[src/inc/slc_params.svh]
// constants for the serial line codec: timing, flag pattern and stuffing counts
// Summary of operation
// - sync: change data on falling, sample rising
// - transmitting node drives the bit clock pair
// - sync bit rate 500 kbit/s to 2.4 Mbit/s
// - self-clocked rates 375 or 62.5 kbit/s
// - repeater direction pair only in self-clocked mode
// - responding slave reverses direction pair, else undriven
// - direction pair may be omitted without repeaters
// - pair is one when true line above complement
// - sync bit value is data level at rise
// - recognise and send flag 01111110
// - transmitter inserts zero after five ones
// - receiver deletes zero after five ones
// - NRZI zero toggles, one holds polarity
// - stuffing also applies in self-clocked mode
// - self-clocked frame preceded by eight zero preamble
// - DPLL at 16x bit rate, one-step adjustments
`ifndef SLC_PARAMS_SVH
`define SLC_PARAMS_SVH

`define CLK_HZ              100000000
`define SYNC_RATE_MIN_BPS   500000
`define SYNC_RATE_MAX_BPS   2400000
`define SELF_RATE_FAST_BPS  375000
`define SELF_RATE_SLOW_BPS  62500
`define DPLL_OVERSAMPLE     16
`define REF_INC(bps)        ((64'd16 * (bps) * 64'd65536) / `CLK_HZ)
`define SYNC_HALF_MIN       ((`CLK_HZ + 2 * `SYNC_RATE_MAX_BPS - 1) / (2 * `SYNC_RATE_MAX_BPS))
`define SYNC_HALF_MAX       (`CLK_HZ / (2 * `SYNC_RATE_MIN_BPS))
`define FLAG_PATTERN        8'h7E
`define PREAMBLE_ZEROS      4'h8
`define STUFF_RUN           3'h5
`define FLAG_RUN            3'h6
`define ABORT_RUN           3'h7
`define DPLL_LAST           4'hF
`define DPLL_SAMPLE         4'h8
`define BUF_DEPTH           2

`endif

[src/inc/slc_pkg.sv]
// types shared by the serial line codec and its receive buffer
`include "slc_params.svh"
package slc_pkg;

   typedef struct packed {
      logic       flag;    // entry marks a closing flag, data is zero
      logic [7:0] data;
   } slc_word_t;

   typedef struct packed {
      logic       last;    // final byte of the frame
      logic [7:0] data;
   } slc_tx_word_t;

   typedef struct packed {
      logic p;             // true line
      logic n;             // complement line
   } slc_pair_in_t;

   typedef struct packed {
      logic p;
      logic n;
      logic oe;            // high while driven
   } slc_pair_out_t;

   typedef struct packed {
      logic       self_clocked;  // 0 synchronous, 1 self-clocked
      logic       rate_slow;     // self-clocked: 0 fast, 1 slow rate
      logic       is_slave;
      logic       dir_enable;    // repeaters present
      logic [7:0] half_div;      // sync: mclk cycles per half bit
   } slc_cfg_t;

   typedef enum logic [2:0] {
      SLC_IDLE,
      SLC_PRE,
      SLC_FLAG,
      SLC_DATA,
      SLC_FINISH
   } slc_tx_state_t;

   typedef struct packed {
      logic [2:0]    clk_s;
      logic [2:0]    dat_s;
      logic          clk_f;
      logic          dat_f;
      logic [15:0]   acc;
      slc_tx_state_t tst;
      logic [3:0]    tcnt;
      logic [2:0]    tones;
      logic [7:0]    tshift;
      logic          tlast;
      logic          tclose;
      slc_tx_word_t  hold;
      logic          hold_full;
      logic [7:0]    half_cnt;
      logic          bclk;
      logic          line;
      logic [3:0]    tref;
      logic [3:0]    dcnt;
      logic          edge_seen;
      logic          prev_samp;
      logic [2:0]    rones;
      logic [2:0]    rbits;
      logic [7:0]    rsh;
      logic          in_frame;
      logic          got_data;
      slc_word_t     rword;
      logic          push;
      logic          overrun;
   } slc_state_t;

   typedef struct packed {
      slc_word_t [`BUF_DEPTH-1:0] mem;
      logic                       wp;
      logic                       rp;
      logic [1:0]                 cnt;
   } slc_buf_state_t;

endpackage

[src/rtl/slc_pair_buffer.sv]
// two-entry buffer between the receive engine and its consumer
`timescale 1ns/10ps
`include "slc_params.svh"
module slc_pair_buffer
(
   input  wire logic             mclk,      // system clock
   input  wire logic             rst_n,     // async reset, active low
   input  wire logic             in_valid,  // word offered
   input  wire slc_pkg::slc_word_t in_word, // word in
   output logic                  in_ready,  // room for a word
   output logic                  out_valid, // word available
   output slc_pkg::slc_word_t    out_word,  // oldest word
   input  wire logic             out_ready  // consumer takes word
);

   slc_pkg::slc_buf_state_t s;
   slc_pkg::slc_buf_state_t next_s;
   logic                    wr;
   logic                    rd;

   assign in_ready  = (s.cnt != 2'(`BUF_DEPTH));
   assign out_valid = (s.cnt != 2'h0);
   assign out_word  = s.mem[s.rp];

   always_comb
   begin
      next_s = s;
      wr = in_valid && in_ready;
      rd = out_valid && out_ready;
      if (wr)
      begin
         next_s.mem[s.wp] = in_word;
         next_s.wp = ~s.wp;
      end
      if (rd)
         next_s.rp = ~s.rp;
      next_s.cnt = s.cnt + {1'b0, wr} - {1'b0, rd};
   end

   always_ff @(posedge mclk or negedge rst_n)
   begin
      if (!rst_n)
         s <= '0;
      else
         s <= next_s;
   end

endmodule // slc_pair_buffer

[src/rtl/slc_line_codec.sv]
// bit-level line codec: sync/self-clocked coding, flags, zero stuffing
`timescale 1ns/10ps
`include "slc_params.svh"
module slc_line_codec
(
   input  wire logic                  mclk,                // system clock, 100 MHz
   input  wire logic                  rst_n,               // async reset, active low
   input  wire slc_pkg::slc_cfg_t     cfg,                 // mode and rate settings
   input  wire logic                  tx_valid,            // byte offered for sending
   input  wire slc_pkg::slc_tx_word_t tx_word,             // byte and end-of-frame mark
   output logic                       tx_ready,            // holding register free, byte taken when valid
   output logic                       tx_busy,             // frame on the line
   output logic                       rx_valid,            // received entry available
   output slc_pkg::slc_word_t         rx_word,             // byte or closing flag
   input  wire logic                  rx_ready,            // consumer takes entry
   output logic                       rx_overrun,          // entry lost, one pulse
   input  wire slc_pkg::slc_pair_in_t data_pair_in,        // data pair receiver
   output slc_pkg::slc_pair_out_t     data_pair_out,       // data pair driver
   input  wire slc_pkg::slc_pair_in_t bit_clock_pair_in,   // bit clock pair receiver
   output slc_pkg::slc_pair_out_t     bit_clock_pair_out,  // bit clock pair driver
   output slc_pkg::slc_pair_out_t     dir_pair_out         // transceiver direction pair
);

   slc_pkg::slc_state_t s;
   slc_pkg::slc_state_t next_s;
   logic                buf_ready;
   logic                step;
   logic                emit;
   logic                b;
   logic                ref_tick;
   logic                clk_rise;
   logic                dat_edge;
   logic                bit_valid;
   logic                rb;
   logic [7:0]          half;
   logic [15:0]         inc;
   logic [7:0]          nbyte;

   // one when the true line sits above the complement
   function automatic logic pair_level(input slc_pkg::slc_pair_in_t pin);
      pair_level = pin.p & ~pin.n;
   endfunction

   // out-of-range settings are pulled into the legal sync rate band
   function automatic logic [7:0] clamp_half(input logic [7:0] d);
      if (d < 8'(`SYNC_HALF_MIN))
         clamp_half = 8'(`SYNC_HALF_MIN);
      else if (d > 8'(`SYNC_HALF_MAX))
         clamp_half = 8'(`SYNC_HALF_MAX);
      else
         clamp_half = d;
   endfunction

   assign tx_ready = !s.hold_full;
   assign tx_busy  = (s.tst != slc_pkg::SLC_IDLE);

   assign data_pair_out.p  = s.line;
   assign data_pair_out.n  = ~s.line;
   assign data_pair_out.oe = tx_busy;
   // only the transmitting node drives the clock pair
   assign bit_clock_pair_out.p  = s.bclk;
   assign bit_clock_pair_out.n  = ~s.bclk;
   assign bit_clock_pair_out.oe = tx_busy && !cfg.self_clocked;
   // reversed polarity steers repeaters toward the master; bias does the rest
   assign dir_pair_out.p  = 1'b0;
   assign dir_pair_out.n  = 1'b1;
   assign dir_pair_out.oe = tx_busy && cfg.self_clocked && cfg.is_slave
                            && cfg.dir_enable;

   assign rx_overrun = s.overrun;

   slc_pair_buffer u_rx_buf
   (
      .mclk      (mclk),
      .rst_n     (rst_n),
      .in_valid  (s.push),
      .in_word   (s.rword),
      .in_ready  (buf_ready),
      .out_valid (rx_valid),
      .out_word  (rx_word),
      .out_ready (rx_ready)
   );

   always_comb
   begin
      next_s = s;
      step = 1'b0;
      emit = 1'b0;
      b = 1'b0;
      bit_valid = 1'b0;
      rb = 1'b0;
      nbyte = 8'h00;
      half = clamp_half(cfg.half_div);
      inc = cfg.rate_slow ? 16'(`REF_INC(`SELF_RATE_SLOW_BPS))
                          : 16'(`REF_INC(`SELF_RATE_FAST_BPS));

      // pins: three stages, a change counts once stages two and three agree
      next_s.clk_s = {s.clk_s[1:0], pair_level(bit_clock_pair_in)};
      next_s.dat_s = {s.dat_s[1:0], pair_level(data_pair_in)};
      if (s.clk_s[1] == s.clk_s[2])
         next_s.clk_f = s.clk_s[2];
      if (s.dat_s[1] == s.dat_s[2])
         next_s.dat_f = s.dat_s[2];
      clk_rise = (s.clk_s[1] == s.clk_s[2]) && s.clk_s[2] && !s.clk_f;
      dat_edge = (s.dat_s[1] == s.dat_s[2]) && (s.dat_s[2] != s.dat_f);

      // fractional divider gives the 16x reference tick
      {ref_tick, next_s.acc} = {1'b0, s.acc} + {1'b0, inc};

      // transmit bit timing
      if (s.tst != slc_pkg::SLC_IDLE)
      begin
         if (!cfg.self_clocked)
         begin
            if (s.half_cnt == half - 8'h01)
            begin
               next_s.half_cnt = 8'h00;
               next_s.bclk = ~s.bclk;
               step = s.bclk;
            end
            else
               next_s.half_cnt = s.half_cnt + 8'h01;
         end
         else if (ref_tick)
         begin
            next_s.tref = s.tref + 4'h1;
            step = (s.tref == `DPLL_LAST);
         end
      end
      else if (s.hold_full)
      begin
         // clock starts low so the first bit settles before the first rise
         step = 1'b1;
         next_s.half_cnt = 8'h00;
         next_s.bclk = 1'b0;
         next_s.tref = 4'h0;
      end

      if (step)
      begin
         emit = 1'b1;
         unique case (s.tst)
            slc_pkg::SLC_IDLE:
            begin
               next_s.tcnt = 4'h1;
               next_s.tclose = 1'b0;
               next_s.tones = 3'h0;
               next_s.tst = cfg.self_clocked ? slc_pkg::SLC_PRE : slc_pkg::SLC_FLAG;
            end
            slc_pkg::SLC_PRE:
            begin
               if (s.tcnt == `PREAMBLE_ZEROS)
               begin
                  next_s.tst = slc_pkg::SLC_FLAG;
                  next_s.tcnt = 4'h1;
               end
               else
                  next_s.tcnt = s.tcnt + 4'h1;
            end
            slc_pkg::SLC_FLAG:
            begin
               if (s.tcnt == 4'h0 && s.tones == `STUFF_RUN)
                  next_s.tones = 3'h0;
               else
               begin
                  b = 1'(`FLAG_PATTERN >> s.tcnt[2:0]);
                  next_s.tones = 3'h0;
                  if (s.tcnt == 4'h7)
                  begin
                     if (s.tclose)
                        next_s.tst = slc_pkg::SLC_FINISH;
                     else
                     begin
                        next_s.tst = slc_pkg::SLC_DATA;
                        next_s.tshift = s.hold.data;
                        next_s.tlast = s.hold.last;
                        next_s.hold_full = 1'b0;
                        next_s.tcnt = 4'h0;
                     end
                  end
                  else
                     next_s.tcnt = s.tcnt + 4'h1;
               end
            end
            slc_pkg::SLC_DATA:
            begin
               if (s.tones == `STUFF_RUN)
                  next_s.tones = 3'h0;
               else
               begin
                  b = s.tshift[0];
                  next_s.tshift = {1'b0, s.tshift[7:1]};
                  next_s.tones = b ? s.tones + 3'h1 : 3'h0;
                  if (s.tcnt == 4'h7)
                  begin
                     next_s.tcnt = 4'h0;
                     // an empty holding register ends the frame early
                     if (s.hold_full && !s.tlast)
                     begin
                        next_s.tshift = s.hold.data;
                        next_s.tlast = s.hold.last;
                        next_s.hold_full = 1'b0;
                     end
                     else
                     begin
                        next_s.tst = slc_pkg::SLC_FLAG;
                        next_s.tclose = 1'b1;
                     end
                  end
                  else
                     next_s.tcnt = s.tcnt + 4'h1;
               end
            end
            slc_pkg::SLC_FINISH:
            begin
               emit = 1'b0;
               next_s.tst = slc_pkg::SLC_IDLE;
            end
         endcase
      end

      if (emit)
         next_s.line = cfg.self_clocked ? (b ? s.line : ~s.line) : b;

      if (tx_valid && !s.hold_full)
      begin
         next_s.hold = tx_word;
         next_s.hold_full = 1'b1;
      end

      // receive bit recovery
      if (!cfg.self_clocked)
      begin
         bit_valid = clk_rise;
         rb = s.dat_f;
      end
      else
      begin
         if (ref_tick)
         begin
            next_s.edge_seen = 1'b0;
            // late edges hold the count back, early ones push it on
            if (s.edge_seen && s.dcnt != 4'h0 && s.dcnt < `DPLL_SAMPLE)
               next_s.dcnt = s.dcnt;
            else if (s.edge_seen && s.dcnt >= `DPLL_SAMPLE)
               next_s.dcnt = s.dcnt + 4'h2;
            else
               next_s.dcnt = s.dcnt + 4'h1;
            if (s.dcnt == `DPLL_SAMPLE)
            begin
               bit_valid = 1'b1;
               rb = (s.dat_f == s.prev_samp);
               next_s.prev_samp = s.dat_f;
            end
         end
         if (dat_edge)
            next_s.edge_seen = 1'b1;
      end

      next_s.push = 1'b0;
      if (bit_valid)
      begin
         if (!rb && s.rones == `FLAG_RUN)
         begin
            // closing flag reported only after a frame carried bytes
            if (s.in_frame && s.got_data)
            begin
               next_s.rword = '{flag: 1'b1, data: 8'h00};
               next_s.push = 1'b1;
            end
            next_s.in_frame = 1'b1;
            next_s.got_data = 1'b0;
            next_s.rbits = 3'h0;
            next_s.rones = 3'h0;
         end
         else if (!rb && s.rones == `STUFF_RUN)
            next_s.rones = 3'h0;
         else if (rb && s.rones >= `FLAG_RUN)
         begin
            next_s.rones = `ABORT_RUN;
            next_s.in_frame = 1'b0;
         end
         else
         begin
            next_s.rones = rb ? s.rones + 3'h1 : 3'h0;
            if (s.in_frame)
            begin
               nbyte = {rb, s.rsh[7:1]};
               next_s.rsh = nbyte;
               next_s.rbits = s.rbits + 3'h1;
               if (s.rbits == 3'h7)
               begin
                  next_s.rword = '{flag: 1'b0, data: nbyte};
                  next_s.push = 1'b1;
                  next_s.got_data = 1'b1;
               end
            end
         end
      end
      // the line cannot be stalled, so a full buffer costs the entry
      next_s.overrun = s.push && !buf_ready;
   end

   always_ff @(posedge mclk or negedge rst_n)
   begin
      if (!rst_n)
         s <= '0;
      else
         s <= next_s;
   end

endmodule // slc_line_codec

[config.mk]
export PLATFORM = sky130hd
export DESIGN_NAME = slc_line_codec
export DESIGN_NICKNAME = d
export VERILOG_FILES = /design/src/inc/slc_pkg.sv /design/src/rtl/slc_pair_buffer.sv /design/src/rtl/slc_line_codec.sv
export VERILOG_INCLUDE_DIRS = /design/src /design/src/inc
export SDC_FILE = /design/constraint.sdc
export NUM_CORES = 1
export LEC_CHECK = 0
export BUFFER_PORTS_ARGS = -buffer_cell sky130_fd_sc_hd__buf_4
export CORE_UTILIZATION = 55
export DETAILED_ROUTE_END_ITERATION = 16
export PLACE_DENSITY_LB_ADDON = 0.2
export SLEW_MARGIN = 10
export SYNTH_ARGS = -nofsm -noshare
export SYNTH_HDL_FRONTEND = slang
export SYNTH_SLANG_ARGS = --single-unit
[constraint.sdc]
create_clock -name mclk -period 8 [get_ports mclk]
set_input_delay 0.4 -clock mclk [delete_from_list [all_inputs] [get_ports mclk]]
set_output_delay 0.4 -clock mclk [all_outputs]
set_load 0.005 [all_outputs]
==> results.yml, run 1 <==
floorplan:
  dieArea_sq_um: 12070
  core_area_sq_um: 11370
  initial_core_util_pct: 56.30
  die_h_microns: 109.9
  num_rows: 39
  fp.dieW_microns: 109.9
  num_io_pins: 51
route:
  highest_layer: "met4"
  wl_microns: 12260
  wl_met2_microns: 6131
  met1_length_microns: 5404
  ant_nets: 0
  via_count: 4689
  wl_per_cell_microns: 15.52
  viasPerCell: 5.935
  drc: 0
  dr.pass1.iters: 4
  wl_met3_microns: 530
  drt_iter0_markers: 282
sta:
  period_needed_ns: 3.969
  worst_pin_slew_ns: 0.8173
  worst_slew_margin_rel_pct: 45.51
  tns_ns: 0
  slew_violations: 0
  fin_ws_ns: 4.031
  finalClockSkew_ns: 0.007426
  rsz0062_at_grt: "no"
  post-route-period-util_pct: 49.62
  timing_hold_violations_final: 0
  setup_viol: 0
  fmax_ghz: 0.2519
synthesis:
  synthArstFlopShare_pct: 100.0
  synth_cell_type_count: 61
  syn_area_sq_um: 6401
  ys.flop_type: "dfrtp_1"
  synthesis.nets: 646
  synth-seq-cells: 122
  ys_warn_count: 0
  synthCells: 589
  seq_area_frac_synth_pct: 47.69
  synth_edf_count: 0
  syn_area_per_cell_sq_um: 10.87
clocking:
  cts_buffer_depth: 2
  ctsHoldBuffers: 0
  cts_sinks: 122
  cts_tree: "yes"
  cts_resized: 0
  root_buffer: "clkbuf_16"
  clkTransAtPathRegs_ns: 0.06
  cts_setup_buffers: 0
  htree_levels: 4
  worstSkewPairLatency_ns: 0.41
  cts_buffers: 17
cells_and_area:
  antenna_cells: 0
  layout.nets: 691
  synthToLayoutAreaGrowth_pct: 16.28
  drive_above_1_share_pct: 23.80
  fillers: 881
  final_cell_count_no_fill: 790
  seqCellArea_sq_um: 3053
  multi_input_area_sq_um: 3122
placed_design:
  placed_cells: 758
  post-place-ws_ns: 3.641
  port_buffers: 48
  dp_hpwl_microns: 8485
  place.gp.congestion: 0.8358
critical_path:
  cp-start-kind: "input port"
  critPathRequiredTime_ns: 8.30
  critPathMaxFanout: 12
  reg2reg_slack_ns: 4.19
  r2r_cells: 11
  worstSetupEndpointType: "flip-flop"
  timing.rr.end: "s[5]$_DFFE_PN0P_"
  r2r_start: "s[77]$_DFF_PN0_"
  critPathArrivalTime_ns: 4.27
  crit_type: "in -> reg"
global_route:
  grt_max_degree: 65
  antenna_found_initial: 0
  grt_overflow: 0
  grt_usage_pct: 22.73
  grt_pass1_wl_microns: 21040
  grt_pass1_vias: 4637
run_status:
  outcome: "finished clean"
worst_hold_path:
  hold_class: "in -> async"
pwr:
  p_leak_nw: 3.473
  ir_worst_vdd_v: 0.0001647
  power_per_cell_area_nw_per_um2: 262.2
job:
  timing.max_cap.violations: 0
## metrics by stage
| stage | cell area [sq um] | hold slack (ns) | power (mW) | utilization (%) |
|---|---|---|---|---|
| final | 7443 | 0.05528 | 1.951 | 65.47 |
| after detailed placement | 6827 | 0.3362 | 1.181 | 60.04 |
| after global routing | 7443 | 0.1135 | 2.062 | 65.47 |
| after global placement | 6827 | 0.3351 | 1.155 | 60.04 |
| after floorplan | 6401 | 0.1044 | 1.073 | - |
| after CTS | 7443 | 0.08620 | 1.967 | 65.47 |
## sequential cells by signal, indices dropped and copies added, names as in the netlist
signal,flops
s,93
data_pair_out,1
u_rx_buf.s,22
next_s,4
bit_clock_pair_out,1
rx_overrun,1
## layout by cell type (no fill, tap or decap), types with 4 or more instances in the layout
master | netlist | layout
dfrtp_1 | 122 | 122
mux2_2 | 56 | 56
buf_4 | 5 | 50
nor2_1 | 38 | 38
nand2_1 | 37 | 37
o21ai_0 | 31 | 31
ha_1 | 27 | 27
inv_1 | 26 | 26
a21oi_1 | 22 | 22
xnor2_1 | 20 | 20
nand3_1 | 18 | 18
clkbuf_16 | 0 | 17
a31oi_1 | 15 | 15
nor2b_1 | 12 | 12
xor2_1 | 10 | 10
nor3_1 | 9 | 9
o211ai_1 | 8 | 8
and3_1 | 8 | 8
mux2_4 | 8 | 8
a32o_1 | 8 | 8
nor3b_1 | 6 | 6
o41ai_1 | 6 | 6
or2_2 | 5 | 5
o21a_1 | 5 | 5
nand4_1 | 5 | 5
clkinv_4 | 0 | 5
o21bai_1 | 4 | 4
mux2i_1 | 4 | 4
clkbuf_8 | 0 | 4
## power by group
| part | switching, mW | leakage [nW] | internal (mW) |
|---|---|---|---|
| Combinational | 0.196 | 1.58 | 0.188 |
| Clock | 0.281 | 0.296 | 0.496 |
| Sequential | 0.0873 | 1.60 | 0.704 |
## per-layer routing
metal	vias up	track usage, %
met1	2314	27.72
li1	2231	-
met5	-	0
met4	0	9.429
met2	123	38.66
met3	21	5.216
## kinds of logic (layout without fill, tap and decap cells)
kind of cell | after synthesis | count (layout) | synth area share [%]
compound gates | 130 | 130 | 13.98
xor+xnor | 30 | 30 | 4.105
fa+ha+maj | 28 | 28 | 5.590
buf+inv | 50 | 108 | 3.538
flops | 122 | 122 | 47.69
mux | 68 | 68 | 12.35
other cells | 2 | 2 | 0.1173
simple gates | 159 | 159 | 12.63
## how the worst max path moves through the flow
stage                      start           endpoint  slack (ns)  cells past startpoint
after floorplan           cfg[5]  s[59]$_DFFE_PN0P_        3.97                     14
after global placement    cfg[5]  s[65]$_DFFE_PN0P_        3.76                     13
after detailed placement  cfg[5]  s[62]$_DFFE_PN0P_        3.64                     13
after CTS                 cfg[5]  s[63]$_DFFE_PN0P_        4.05                     13
after global routing      cfg[5]  s[62]$_DFFE_PN0P_        3.79                     13
final                     cfg[5]  s[66]$_DFFE_PN0P_        4.03                     13
## critical path, cell delays in order
cell,delay [ns]
buf_4,0.14
a21oi_1,0.08
or2_2,0.33
a22oi_1,0.29
ha_1,0.24
or3b_1,0.39
o22ai_2,0.15
xnor2_1,0.09
or4_1,0.40
a2111o_1,0.50
o21a_1,0.39
nor3_4,0.52
mux2_4,0.34
## layout make-up
type	count	share of cell area (%)
Multi-Input combinational cell	417	41.94
Sequential cell	122	41.02
Clock buffer	21	6.455
Timing Repair Buffer	50	5.043
Tap cell	143	2.404
Clock inverter	11	1.832
Inverter	26	1.311
## cell usage after synthesis (all sizes together) (8+ instances only)
cell | number | area [sq um]
nor3 | 10 | 61.31
a32o | 8 | 80.08
mux2 | 64 | 750.7
o211ai | 8 | 60.06
o21ai | 31 | 155.2
and3 | 8 | 50.05
clkbuf | 13 | 48.80
buf | 11 | 80.08
a21oi | 22 | 110.1
ha | 27 | 337.8
xnor2 | 20 | 175.2
nand2 | 37 | 138.9
nor2b | 12 | 75.07
inv | 26 | 97.59
nor2 | 38 | 142.6
nand3 | 18 | 90.09
a31oi | 15 | 93.84
dfrtp | 122 | 3053
xor2 | 10 | 87.58
Note: power is estimated with default switching activity, not from simulation.
==> run 2, diff against run 1 <==
- clock period: 8 -> 3.94 ns (I/O delays scaled with it)
==> run 2 against run 1 <==
The flow now finishes with violations (hold timing). Clock power increased by 100%. Critical path type unchanged. Power is 100% higher. Setup slack got worse by 3.7 ns. Die area unchanged. Via count fell by 0.81%. Wire length shrank 1.6%. Register-to-register slack lost 3.8 ns. Sequential power up 100%.
==> results.yml, run 2 (same netlist as run 1, synthesis figures left out) <==
placed_design:
  place.gp.congestion: 0.8806
  placed_cells: 768
  post-place-ws_ns: -0.09705
  dp_hpwl_microns: 8395
  port_buffers: 48
route:
  wl_per_cell_microns: 14.96
  via_count: 4651
  drc: 0
  drt_iter0_markers: 276
  dr.pass1.iters: 5
  ant_nets: 0
  viasPerCell: 5.770
  wl_microns: 12060
clocking:
  cts_resized: 0
  clkTransAtPathRegs_ns: 0.06
  root_buffer: "clkbuf_16"
  htree_levels: 4
  cts_buffers: 17
  cts_setup_buffers: 0
  ctsHoldBuffers: 6
  cts_buffer_depth: 2
  cts_sinks: 122
  cts_tree: "yes"
  worstSkewPairLatency_ns: 0.42
cells_and_area:
  largest_register_ff_count: 93
  synthToLayoutAreaGrowth_pct: 18.43
  antenna_cells: 0
  top_register: "s"
  fillers: 871
  post-route-util_pct: 66.68
  seqCellArea_sq_um: 3053
  layout.nets: 707
  multi_input_area_sq_um: 3122
  final_cell_mix: "dfrtp_1 (122), buf_4 (59), mux2_2 (56)"
  final_common_cell: "dfrtp_1"
  drive_above_1_share_pct: 24.59
  final_cell_count_no_fill: 806
critical_path:
  worst-path-buf-inv: 1
  critPathMaxStageDelay_ns: 0.48
  critPathRequiredTime_ns: 4.23
  reg2reg_slack_ns: 0.40
  worstPathCellList: "buf_4, a21oi_1, or2_2, a22oi_1, ha_1, or3b_1, o22ai_2, xnor2_1, or4_1, a2111o_1, o21a_1, or3_1, o41ai_1"
  crit_slowest_cell: "or3_1"
  critPathMaxFanout: 10
  worstSetupEndpointType: "flip-flop"
  crit_family: "compound AO/OA/AOI/OAI gates"
  cp-start-kind: "input port"
  crit_type: "in -> reg"
  critPathArrivalTime_ns: 3.93
sta:
  worst_pin_slew_ns: 1.040
  post-route-period-util_pct: 92.41
  fin_ws_ns: 0.2991
  setup_viol: 0
  period_needed_ns: 3.641
  timing_hold_violations_final: 68
  slew_violations: 0
  fmax_ghz: 0.2747
  worst_slew_margin_rel_pct: 30.68
  finalClockSkew_ns: 0.01158
  tns_ns: 0
  whs_ns: -0.03574
  rsz0062_at_grt: "no"
global_route:
  grt_usage_pct: 22.30
  grt_pass1_vias: 4531
  grt_max_degree: 87
  grt_pass1_wl_microns: 20710
  antenna_found_initial: 0
  grt_overflow: 0
floorplan:
  initial_core_util_pct: 56.30
  num_rows: 39
  dieArea_sq_um: 12070
  num_io_pins: 51
  core_area_sq_um: 11370
  die_h_microns: 109.9
  fp.dieW_microns: 109.9
worst_hold_path:
  hold_class: "in -> async"
pwr:
  p_leak_nw: 3.546
  total_power_mw: 3.952
  ir_worst_vdd_v: 0.0003046
  power_per_cell_area_nw_per_um2: 521.2
run_status:
  violations: "hold timing"
  outcome: "finished with violations"
job:
  timing.max_cap.violations: 0
[run 2: cell count changes in the layout (fill, tap and decap cells not counted)]
cell,previous run,this run
buf_12,0,1
buf_4,50,59
clkbuf_1,0,1
inv_6,2,3
clkbuf_8,4,3
dlygate4sd3_1,0,6
clkinv_4,5,4
[run 2: stage by stage]
| stage | hold WS (ns) | area (sq um) |
|---|---|---|
| floorplan | -0.09859 | 6401 |
| global placement | 0.3339 | 6914 |
| detailed placement | 0.3404 | 6914 |
| CTS | 0.0002998 | 7581 |
| global route | 0.01240 | 7581 |
| finish | -0.03574 | 7581 |
[run 2: layout make-up]
cell class                 count  share of cell area [%]
multi-input combinational    417                   41.18
inverter                      26                   1.287
sequential                   122                   40.27
tap                          143                   2.360
clock buffer                  21                   6.206
clock inverter                11                   1.799
timing repair buffer          66                   6.899
[run 2: path summary, 6_finish.rpt]
check	from	endpoint	cells past startpoint
setup / recovery	cfg[5]	s[73]$_DFFE_PN0P_	13
hold / removal	rst_n	u_rx_buf.s[17]$_DFFE_PN0P_	1
setup reg to reg	s[77]$_DFF_PN0_	s[73]$_DFFE_PN0P_	12
hold reg to reg	next_s[99]$_DFF_PN0_	next_s[100]$_DFF_PN0_	0
max in group asynchronous	rst_n	s[52]$_DFFE_PN0P_	2
min in group mclk	tx_word[2]	s[50]$_DFFE_PN0P_	2
[run 2: routing by layer]
metal  wire (microns)  track usage (%)  vias to the layer above
met2             5910            35.94                      113
met1             5457            28.46                     2258
li1                 -                -                     2262
met4              141            9.238                        0
met5                0                0                        -
met3              552            5.809                       18
[run 2: where the power goes]
part	switching, mW	internal, mW	leakage (nW)
Sequential	0.172	1.43	1.60
Clock	0.583	0.990	0.291
Combinational	0.389	0.388	1.66
